[config.mk]
export PLATFORM = sky130hd
export DESIGN_NAME = nrs_host
export DESIGN_NICKNAME = d
export VERILOG_FILES = /design/src/shared/nrs_pkg.sv /design/src/core/nrs_host.sv
export SDC_FILE = /design/constraint.sdc
export NUM_CORES = 1
export LEC_CHECK = 0
export BUFFER_PORTS_ARGS = -buffer_cell sky130_fd_sc_hd__buf_2
export CORE_UTILIZATION = 51
export DETAILED_ROUTE_END_ITERATION = 12
export PLACE_DENSITY = 0.87
export SYNTH_ARGS = -nofsm -noshare
export SYNTH_HDL_FRONTEND = slang
export SYNTH_SLANG_ARGS = --single-unit
[constraint.sdc]
create_clock -name mclk -period 2.2 [get_ports mclk]
set_input_delay 0.44 -clock mclk [delete_from_list [all_inputs] [get_ports mclk]]
set_output_delay 0.44 -clock mclk [all_outputs]
set_load 0.05 [all_outputs]
[src/shared/nrs_pkg.sv]
// package: command codes, pin timing counts and state encodings for the nand read-select host
//
// Functional notes
// device sets status bit 6 when both plane loads finish; host polls it (host waits for ready_busy_n high instead)
// host issues plane-select pair before reading first plane of dual-plane read
// host reissues plane-select pair to switch plane; output starts at new column
// host never issues enhanced status during a dual-plane read
// after page read, column-change: command, two column cycles, confirm
// column-change may repeat, target column stays inside loaded page
// plane-select accepted only while ready; host waits for ready first
// plane-select: command, two column, three row cycles, confirm byte
// host waits write-high-to-read delay after confirm before read strobe
// device stays in output mode until next valid command
// column move without plane change uses the column-change pair
// identify plus address zero returns five id bytes
// identify plus alternate address returns four signature bytes starting 4Fh
// device stays in identify output until next command
// sixteen-bit parts give id in low data lines only
// id bytes: maker, device, three product bytes
// parameter page command returns at least three redundant copies
// column-change accepted during parameter page output
// parameter bytes 80-83 give page size, second byte 08h
// dual-plane confirm loads both planes, ready_busy_n low meanwhile
// after status read, page read command restarts output at initial column
// device advances column pointer on each read strobe
package nrs_pkg;
  localparam logic [7:0] CMD_READ_MODE = 8'h00;
  localparam logic [7:0] CMD_READ_CONF = 8'h30;
  localparam logic [7:0] CMD_COL_CHANGE = 8'h05;
  localparam logic [7:0] CMD_PLANE_SEL = 8'h06;
  localparam logic [7:0] CMD_CONFIRM = 8'hE0;
  localparam logic [7:0] CMD_IDENTIFY = 8'h90;
  localparam logic [7:0] CMD_PARAM_PAGE = 8'hEC;
  localparam logic [7:0] CMD_STATUS = 8'h70;
  localparam logic [7:0] ID_ADDR_DEVICE = 8'h00;
  localparam logic [7:0] ID_ADDR_SIG = 8'h20;
  localparam int STATUS_READY_BIT = 6;
  localparam int ID_DEVICE_LEN = 5;
  localparam int ID_SIG_LEN = 4;
  localparam int PARAM_COPIES = 3;
  localparam int PARAM_COPY_LEN = 256;
  localparam int COL_CYCLES = 2;
  localparam int ROW_CYCLES = 3;
  localparam int CLK_MHZ = 20;
  localparam int STROBE_NS = 50;
  localparam int WHR_NS = 80;
  localparam int STROBE_CYC = (STROBE_NS * CLK_MHZ + 999) / 1000 < 1 ? 1 : (STROBE_NS * CLK_MHZ + 999) / 1000;
  localparam int WHR_CYC = (WHR_NS * CLK_MHZ + 999) / 1000;
  // op codes on the user side
  localparam logic [2:0] OP_COL_CHANGE = 3'h0;
  localparam logic [2:0] OP_PLANE_SEL = 3'h1;
  localparam logic [2:0] OP_ID_DEVICE = 3'h2;
  localparam logic [2:0] OP_ID_SIG = 3'h3;
  localparam logic [2:0] OP_PARAM = 3'h4;
  localparam logic [2:0] OP_STATUS_REREAD = 3'h5;
  typedef enum logic [6:0] {
    ST_IDLE = 7'b000_0001,
    ST_WAIT_RDY = 7'b000_0010,
    ST_CMD = 7'b000_0100,
    ST_ADDR = 7'b000_1000,
    ST_CONF = 7'b001_0000,
    ST_GAP = 7'b010_0000,
    ST_READ = 7'b100_0000
  } nrs_state_e;
endpackage

[src/core/nrs_host.sv]
// nand read-select host controller: issues read-side command sequences and collects output bytes
`timescale 1ns/10ps
module nrs_host #(
  parameter int DATA_W = 8,
  parameter int COL_W = 16,
  parameter int ROW_W = 24,
  parameter int LEN_W = 12
) (
  input wire logic mclk,
  input wire logic reset_n,
  input wire logic req_valid,
  output logic req_ready,
  input wire logic [2:0] req_op,
  input wire logic [COL_W-1:0] req_col,
  input wire logic [ROW_W-1:0] req_row,
  input wire logic [LEN_W-1:0] req_len,
  output logic rd_valid,
  input wire logic rd_ready,
  output logic [DATA_W-1:0] rd_data,
  output logic busy,
  output logic cmd_latch,
  output logic addr_latch,
  output logic write_strobe_n,
  output logic read_strobe_n,
  output logic chip_enable_n,
  input wire logic ready_busy_n,
  input wire logic [DATA_W-1:0] io_in,
  output logic [DATA_W-1:0] io_out,
  output logic io_oe
);
  nrs_pkg::nrs_state_e st_q;
  nrs_pkg::nrs_state_e st_d;
  logic [2:0] op_q;
  logic [COL_W-1:0] col_q;
  logic [ROW_W-1:0] row_q;
  logic [LEN_W-1:0] left_q;
  logic [2:0] acnt_q;
  logic [7:0] tcnt_q;
  logic ph_q;
  logic [DATA_W-1:0] buf_q [2];
  logic [1:0] cnt_q;
  logic wp_q;
  logic rp_q;

  wire tick = (tcnt_q == 8'h00);
  wire phase_end = tick && ph_q;
  wire buf_full = (cnt_q == 2'd2);
  wire push = (st_q == nrs_pkg::ST_READ) && phase_end;
  wire pop = rd_valid && rd_ready;
  // address cycle count per op
  wire [2:0] n_addr = (op_q == nrs_pkg::OP_PLANE_SEL) ? 3'(nrs_pkg::COL_CYCLES + nrs_pkg::ROW_CYCLES) :
                      (op_q == nrs_pkg::OP_COL_CHANGE) ? 3'(nrs_pkg::COL_CYCLES) :
                      (op_q == nrs_pkg::OP_ID_DEVICE || op_q == nrs_pkg::OP_ID_SIG || op_q == nrs_pkg::OP_PARAM) ? 3'd1 :
                      3'd0;
  wire has_conf = (op_q == nrs_pkg::OP_PLANE_SEL) || (op_q == nrs_pkg::OP_COL_CHANGE);
  // no op selects the enhanced status code, so a dual-plane read is never disturbed
  wire [7:0] cmd_byte = (op_q == nrs_pkg::OP_PLANE_SEL) ? nrs_pkg::CMD_PLANE_SEL :
                        (op_q == nrs_pkg::OP_COL_CHANGE) ? nrs_pkg::CMD_COL_CHANGE :
                        (op_q == nrs_pkg::OP_PARAM) ? nrs_pkg::CMD_PARAM_PAGE :
                        (op_q == nrs_pkg::OP_STATUS_REREAD) ? nrs_pkg::CMD_READ_MODE :
                        nrs_pkg::CMD_IDENTIFY;
  wire [ROW_W+COL_W-1:0] addr_vec = {row_q, col_q};
  wire [7:0] addr_byte = (op_q == nrs_pkg::OP_ID_DEVICE) ? nrs_pkg::ID_ADDR_DEVICE :
                         (op_q == nrs_pkg::OP_ID_SIG) ? nrs_pkg::ID_ADDR_SIG :
                         (op_q == nrs_pkg::OP_PARAM) ? 8'h00 :
                         addr_vec[acnt_q*8 +: 8];
  wire wr_phase = (st_q == nrs_pkg::ST_CMD) || (st_q == nrs_pkg::ST_ADDR) || (st_q == nrs_pkg::ST_CONF);

  assign req_ready = (st_q == nrs_pkg::ST_IDLE);
  assign busy = !req_ready;
  assign rd_valid = (cnt_q != 2'd0);
  assign rd_data = buf_q[rp_q];
  assign cmd_latch = (st_q == nrs_pkg::ST_CMD) || (st_q == nrs_pkg::ST_CONF);
  assign addr_latch = (st_q == nrs_pkg::ST_ADDR);
  assign write_strobe_n = !(wr_phase && !ph_q);
  // strobe low only while buffer has room, so a stalled receiver loses no byte
  assign read_strobe_n = !((st_q == nrs_pkg::ST_READ) && !ph_q && !buf_full);
  assign chip_enable_n = (st_q == nrs_pkg::ST_IDLE);
  assign io_oe = wr_phase;
  assign io_out = (st_q == nrs_pkg::ST_ADDR) ? DATA_W'(addr_byte) :
                  (st_q == nrs_pkg::ST_CONF) ? DATA_W'(nrs_pkg::CMD_CONFIRM) : DATA_W'(cmd_byte);

  always_comb
  begin
    st_d = st_q;
    case (st_q)
      nrs_pkg::ST_IDLE:
        if (req_valid)
          st_d = nrs_pkg::ST_WAIT_RDY;
      nrs_pkg::ST_WAIT_RDY:
        if (ready_busy_n)
          st_d = nrs_pkg::ST_CMD;
      nrs_pkg::ST_CMD:
        if (phase_end)
          st_d = (n_addr != 3'd0) ? nrs_pkg::ST_ADDR : nrs_pkg::ST_GAP;
      nrs_pkg::ST_ADDR:
        if (phase_end && acnt_q == n_addr - 3'd1)
          st_d = has_conf ? nrs_pkg::ST_CONF : nrs_pkg::ST_GAP;
      nrs_pkg::ST_CONF:
        if (phase_end)
          st_d = nrs_pkg::ST_GAP;
      nrs_pkg::ST_GAP:
        if (tick)
          st_d = (left_q == '0) ? nrs_pkg::ST_IDLE : nrs_pkg::ST_READ;
      nrs_pkg::ST_READ:
        if (push && left_q == LEN_W'(1))
          st_d = nrs_pkg::ST_IDLE;
      default:
        st_d = nrs_pkg::ST_IDLE;
    endcase
  end

  always_ff @(posedge mclk or negedge reset_n)
  begin
    if (!reset_n)
    begin
      st_q <= nrs_pkg::ST_IDLE;
      op_q <= 3'h0;
      col_q <= '0;
      row_q <= '0;
      left_q <= '0;
    end
    else
    begin
      st_q <= st_d;
      if (req_valid && req_ready)
      begin
        op_q <= req_op;
        col_q <= req_col; // caller keeps column inside the loaded page
        row_q <= req_row;
        left_q <= req_len;
      end
      else if (push)
        left_q <= left_q - LEN_W'(1);
    end
  end

  // strobe phase timer: low half then high half, each STROBE_CYC; gap uses WHR_CYC
  always_ff @(posedge mclk or negedge reset_n)
  begin
    if (!reset_n)
    begin
      tcnt_q <= 8'h00;
      ph_q <= 1'b0;
      acnt_q <= 3'h0;
    end
    else if (st_q != st_d)
    begin
      ph_q <= 1'b0;
      tcnt_q <= (st_d == nrs_pkg::ST_GAP) ? 8'(nrs_pkg::WHR_CYC - 1) : 8'(nrs_pkg::STROBE_CYC - 1);
      acnt_q <= 3'h0;
    end
    else if (st_q == nrs_pkg::ST_READ && !ph_q && buf_full)
      tcnt_q <= 8'(nrs_pkg::STROBE_CYC - 1);
    else if (tick)
    begin
      ph_q <= !ph_q;
      tcnt_q <= 8'(nrs_pkg::STROBE_CYC - 1);
      if (phase_end && st_q == nrs_pkg::ST_ADDR)
        acnt_q <= acnt_q + 3'd1;
    end
    else
      tcnt_q <= tcnt_q - 8'h01;
  end

  // two-entry output buffer; data sampled at the end of the read strobe high half
  always_ff @(posedge mclk or negedge reset_n)
  begin
    if (!reset_n)
    begin
      cnt_q <= 2'd0;
      wp_q <= 1'b0;
      rp_q <= 1'b0;
      buf_q[0] <= '0;
      buf_q[1] <= '0;
    end
    else
    begin
      if (push)
      begin
        buf_q[wp_q] <= io_in; // upper lines passed as read
        wp_q <= !wp_q;
      end
      if (pop)
        rp_q <= !rp_q;
      cnt_q <= cnt_q + 2'(push) - 2'(pop);
    end
  end
endmodule

==> results of run 1 <==
[placed cells by master, fill, tap and decap left out, types with 4 or more instances in the layout]
| cell | count |
|---|---|
| a21oi_1 | 18 |
| a22oi_2 | 6 |
| buf_12 | 5 |
| buf_2 | 75 |
| buf_4 | 113 |
| buf_6 | 29 |
| buf_8 | 6 |
| clkbuf_8 | 10 |
| dfrtp_1 | 90 |
| ha_4 | 4 |
| inv_1 | 13 |
| mux2_2 | 59 |
| mux2_4 | 8 |
| mux4_2 | 8 |
| nand2_1 | 21 |
| nand2b_1 | 5 |
| nor2_1 | 37 |
| nor3_2 | 6 |
| nor3_4 | 6 |
| nor4_1 | 6 |
| nor4_4 | 4 |
| o211ai_1 | 4 |
| o21ai_0 | 6 |
| o31ai_1 | 4 |
| or3_1 | 5 |
| xnor2_1 | 14 |
| xor2_1 | 11 |
[final cells by class]
type | count | area (sq um)
fillers | 528 | 2117
clock inverters | 4 | 32.53
multi-input cells | 333 | 3201
flip-flops and latches | 94 | 2357
clock buffers | 11 | 141.4
well taps | 133 | 166.4
inverters | 18 | 76.32
repair buffers | 231 | 1818
[final timing paths]
check                                            from                    end  slack [ps]  cells past startpoint
worst max-delay path            acnt_q[0]$_DFFE_PN0P_              io_out[5]        -590                      7
worst min-delay path                          reset_n   col_q[9]$_DFFE_PN0P_          20                      1
worst max register to register      st_q[3]$_DFF_PN0_    tcnt_q[5]$_DFF_PN0_        -510                     10
worst min register to register   buf_q[0]$_DFFE_PN0P_   buf_q[0]$_DFFE_PN0P_         510                      1
max in group asynchronous                     reset_n   row_q[7]$_DFFE_PN0P_        1530                      2
min in group mclk                         req_row[17]  row_q[17]$_DFFE_PN0P_         280                      2
[per-stage QoR]
| stage | hold slack [ps] | instances | worst slack (ps) |
|---|---|---|---|
| 5_1_grt | 43.78 | 824 | -616.3 |
| 3_5_place_dp | 432.2 | 774 | -291.4 |
| 3_3_place_gp | 427.2 | 774 | -216.3 |
| 4_1_cts | 33.49 | 809 | -538.4 |
| 2_1_floorplan | 144.4 | 472 | -349.8 |
| 6_report | 21.09 | 824 | -594.1 |
[cells by family (layout without fill, tap and decap cells)]
family                   count (synthesis)  in the layout  synth area share [%]
AND/OR/NAND/NOR                        135            135                 15.29
flip-flops                              94             94                 44.59
AO/OA/AOI/OAI                           89             89                 12.42
multiplexers                            75             75                 17.71
buffers and inverters                   45            264                 3.840
XOR/XNOR                                27             27                 4.481
adder cells (fa/ha/maj)                  7              7                 1.659
[what timing repair did]
action,4_1_cts,5_1_grt
gates resized for setup,72,46
pin swaps,23,35
setup buffers,19,15
setup endpoints to repair,42,67
endpoints found under the hold margin,0,0
gates cloned,1,2
[routing by layer]
layer  part of all wire, %  vias up  global-route usage [%]
li1                      -     2158                       -
met1                    34     2577                   40.25
met2                    47      500                   53.79
met3                    11      179                   7.867
met4                   8.4        0                   18.57
met5                     0        -                       0
[registers in the layout, summed over array words and instances, names as in the netlist]
signal  flops
row_q      24
buf_q      16
col_q      16
left_q     12
tcnt_q      8
st_q        7
acnt_q      3
op_q        3
cnt_q       2
ph_q        1
rp_q        1
wp_q        1
[power breakdown]
| part | switching [mW] | total, mW | leakage [nW] | internal [mW] |
|---|---|---|---|---|
| combinational | 3.52 | 6.53 | 2.25 | 3.01 |
| clock | 0.673 | 1.12 | 0.0873 | 0.445 |
| sequential | 0.600 | 2.96 | 1.14 | 2.36 |
| total | 4.79 | 10.6 | 3.48 | 5.82 |
==> metrics.yaml, run 1 <==
yosysTopAreaCell: "dfrtp_1"
slew_headroom_pct: 62.69
clkTransAtPathRegs_ps: 110
drv_cap: 0
synth_fp_nets: 547
start_kind: "flop"
fmax_mhz: 357.9
ys.warnings.count: 0
synthTopCellsByCount: "dfrtp_1 (93), mux2_2 (67), nor2_1 (40), nand2_1 (26), a21oi_1 (22)"
p_total_mw: 10.61
outcome: "finished, violations left"
gp_congestion: 0.8911
diodes: 0
synth_cell_types: 72
io_buffers: 92
synth_top_area_share_pct: 44.10
power_density_nw_per_um2: 1362
hold_buffers: 0
antenna_found_initial: 0
synth_area_sq_um: 5278
core.rowCount: 36
setup_tns_ps: -12520
utilization_pct: 78.64
syn_inst: 472
routed_via_density: 6.570
initial_core_util_pct: 53.26
grt_usage_pct: 32.96
ir_drop_uv: 894.0
rsz0062_at_grt: "true"
critPathBufInv: 2
placed_cell_area_sq_um: 6823
yosys_most_used_dff: "dfrtp_1"
num_vias: 5414
drive_gt1_share_pct: 59.48
drt_pass1_iterations: 6
p_leak_nw: 3.478
critPathRequiredTime_ps: 1760
cp-end-kind: "primary output"
wl_per_cell_um: 25.39
violations: "negative setup slack"
fin_skew_ps: 18.76
core-area_sq_um: 9910
cts_max_path_buffers: 2
synth_area_leaders: "dfrtp_1 (44%), mux2_2 (14%), mux4_2 (3.4%)"
dpl.hpwl_um: 11040
htreeDepth: 3
cp_slowest_cell: "mux4_2"
hold_viol: 0
synth_area_per_cell_sq_um: 11.18
period_minus_slack_ps: 2794
synth-edff-count: 0
io_pins: 93
cts_root_buffer: "clkbuf_8"
grt_start_max_net_pins: 65
grt_pass1_vias: 5277
setup_violations: 51
synth.ff_latch_count: 94
dr.first_iter.drc_count: 581
final_area_sq_um: 7792
cp_cell_sequence: "buf_4 -> mux4_2 -> a22oi_2 -> or3_1 -> a21oi_1 -> a311o_2 -> buf_6"
finalMaxSlewViolations: 0
grt_pass1_wl_um: 27560
arrival_ps: 2350
max_stage_delay_ps: 510
antenna_left: 0
clkLatencyLatePin_ps: 390
async_flop_share_pct: 100.0
die_w_um: 103.7
routed_wl_um: 20930
synth_most_common_cell: "dfrtp_1"
numCtsBuffers: 9
cts_tree: "built"
clock_sinks: 94
fin_nets: 762
dieArea_sq_um: 10760
worstSetupPathType: "flop to primary output"
drc: 0
die_y_um: 103.7
cp_max_fo: 5
ys_seq_area_share_pct: 44.59
hp-class: "input pin to async pin"
crit_family: "compound AO/OA/AOI/OAI gates"
areaGrowthSynthToFinish_pct: 47.65
finalCritPeriodShare_pct: 127.0
overflow: 0
fin_ws_ps: -594.1
tightestPinTransition_ps: 559.0
Note: power is estimated with default switching activity, not from simulation.
==> run 2: changes to the inputs <==
--- a/config.mk
+++ b/config.mk
@@ -6,9 +6,10 @@
 export NUM_CORES = 1
 export LEC_CHECK = 0
 export BUFFER_PORTS_ARGS = -buffer_cell sky130_fd_sc_hd__buf_2
-export CORE_UTILIZATION = 51
+export CORE_UTILIZATION = 53
+export CTS_BUF_LIST = sky130_fd_sc_hd__clkbuf_4
 export DETAILED_ROUTE_END_ITERATION = 12
-export PLACE_DENSITY = 0.87
+export PLACE_DENSITY = 0.89
 export SYNTH_ARGS = -nofsm -noshare
 export SYNTH_HDL_FRONTEND = slang
 export SYNTH_SLANG_ARGS = --single-unit
==> metrics.yaml, run 2 (synthesis gave the netlist of run 1 again) <==
outcome: "finished, violations left"
violations: "negative setup slack"
dpl.hpwl_um: 10720
cp-end-kind: "primary output"
critPathBufInv: 2
path_depth: 7
antenna_left: 0
cts_max_path_buffers: 2
layout.cells.non_filler: 822
placed_cell_area_sq_um: 6863
clkTransAtPathRegs_ps: 170
grt_pass1_wl_um: 25410
top_register: "row_q"
cts_tree: "built"
die_y_um: 101.8
worstHoldStart: "req_row[20]"
routed_wl_um: 19720
largest_reg_flops: 24
clock_sinks: 94
seqCellArea_sq_um: 2357
cp_slowest_cell: "dfrtp_2"
max_stage_delay_ps: 500
reg_top3: "row_q: 24 flops, buf_q: 16 flops, col_q: 16 flops"
routed_via_density: 6.418
fmax_mhz: 337.7
tightestPinTransition_ps: 536.2
cp_cell_sequence: "buf_6 -> nor3_4 -> a22oi_2 -> or3_1 -> a21oi_1 -> a311o_2 -> buf_8"
dieArea_sq_um: 10360
finalMaxSlewViolations: 0
worstReg2RegEnd: "st_q[1]$_DFF_PN0_"
final_area_sq_um: 7760
reg2reg_from: "op_q[1]$_DFFE_PN0P_"
rsz0062_at_grt: "true"
period_minus_slack_ps: 2961
wl_per_cell_um: 23.99
placedCellCount: 776
numCtsBuffers: 9
fin_skew_ps: 34.63
fin_nets: 757
start_kind: "flop"
drc: 0
cp_max_fo: 9
power_density_nw_per_um2: 1326
p_total_mw: 10.29
worstSetupPathType: "flop to primary output"
layout_common_cells: "buf_4 (103), dfrtp_1 (90), buf_2 (75)"
finalCritPeriodShare_pct: 134.6
die_w_um: 101.8
ir_drop_uv: 815.0
utilization_pct: 79.76
slew_headroom_pct: 63.88
rr_worst_depth: 10
critPathLaunch: "acnt_q[0]$_DFFE_PN0P_"
grt_pass1_vias: 5033
arrival_ps: 2520
hold_viol: 0
core-area_sq_um: 9729
drive_gt1_share_pct: 58.95
critPathRequiredTime_ps: 1760
pre_cts_slack_ps: -242.9
io_pins: 93
gp_congestion: 0.8866
num_vias: 5276
areaGrowthSynthToFinish_pct: 47.04
dr.first_iter.drc_count: 538
hp-class: "input pin to flop"
crit_family: "simple AND/OR/NAND/NOR gates"
io_buffers: 92
overflow: 0
reg2reg_setup_slack_ps: -650
initial_core_util_pct: 54.24
cts_root_buffer: "clkbuf_4"
endpoint: "io_out[5]"
core.rowCount: 36
fillerInstances: 512
grt_usage_pct: 32.98
fin_ws_ps: -761.0
grt_start_max_net_pins: 69
htreeDepth: 3
clkLatencyLatePin_ps: 490
antenna_found_initial: 3
drv_cap: 0
drt_pass1_iterations: 7
layout_commonest_cell: "buf_4"
setup_violations: 93
p_leak_nw: 3.426
multi_input_area_sq_um: 3248
run 2: metal layers:
| layer | up-vias | wire (um) | GRT usage [%] |
|---|---|---|---|
| met3 | 143 | 1703 | 7.522 |
| met1 | 2554 | 7103 | 40.39 |
| met5 | - | 12 | 0 |
| met4 | 2 | 1426 | 15.83 |
| li1 | 2166 | - | - |
| met2 | 411 | 9472 | 55.25 |
run 2: metrics by stage:
step | hold WS, ps | setup TNS [ps]
2_1_floorplan | 144.4 | -6702
3_3_place_gp | 432.7 | -2864
3_5_place_dp | 445.1 | -4487
4_1_cts | 182.3 | -13440
5_1_grt | 156.3 | -25270
6_report | 169.6 | -20120
run 2: final cells by class:
class                   instances  share of cell area, %
well taps                     133                  2.144
clock buffers                  11                  1.064
multi-input cells             333                  41.86
repair buffers                226                  23.17
flip-flops and latches         94                  30.38
diodes                          2                0.06450
inverters                      18                 0.9836
clock inverters                 5                 0.3386
run 2: worst min-delay path by stage:
stage | to | slack [ps] | cells after the start
2_1_floorplan | acnt_q[0]$_DFFE_PN0P_ | 140 | 0
5_1_grt | col_q[7]$_DFFE_PN0P_ | 160 | 2
3_3_place_gp | st_q[2]$_DFF_PN0_ | 430 | 1
4_1_cts | row_q[20]$_DFFE_PN0P_ | 180 | 2
6_report | row_q[20]$_DFFE_PN0P_ | 170 | 2
3_5_place_dp | st_q[2]$_DFF_PN0_ | 450 | 1
run 2: what timing repair did:
action	CTS	global route
endpoints found under the setup margin	89	97
setup buffers	16	12
endpoints found under the hold margin	35	0
gates cloned	0	4
gates resized for setup	93	38
pin swaps	34	28
hold buffers	1	0
run 2: where the power goes:
group / total (mW) / switching (mW) / leakage (nW) / internal (mW)
Clock: 0.896 / 0.648 / 0.0556 / 0.247
Combinational: 6.52 / 3.50 / 2.23 / 3.02
Sequential: 2.87 / 0.512 / 1.14 / 2.36
Total: 10.3 / 4.66 / 3.43 / 5.63
run 2: worst reg2reg max path, stage by stage (launching register included):
cell and delay [ps]:
dfrtp_1 450, or3_4 450, nand2_4 100, ha_4 210
xnor2_2 150, a31o_4 240, nor4_4 250, buf_4 200
o211ai_1 140, a21oi_1 360, a31oi_1 170
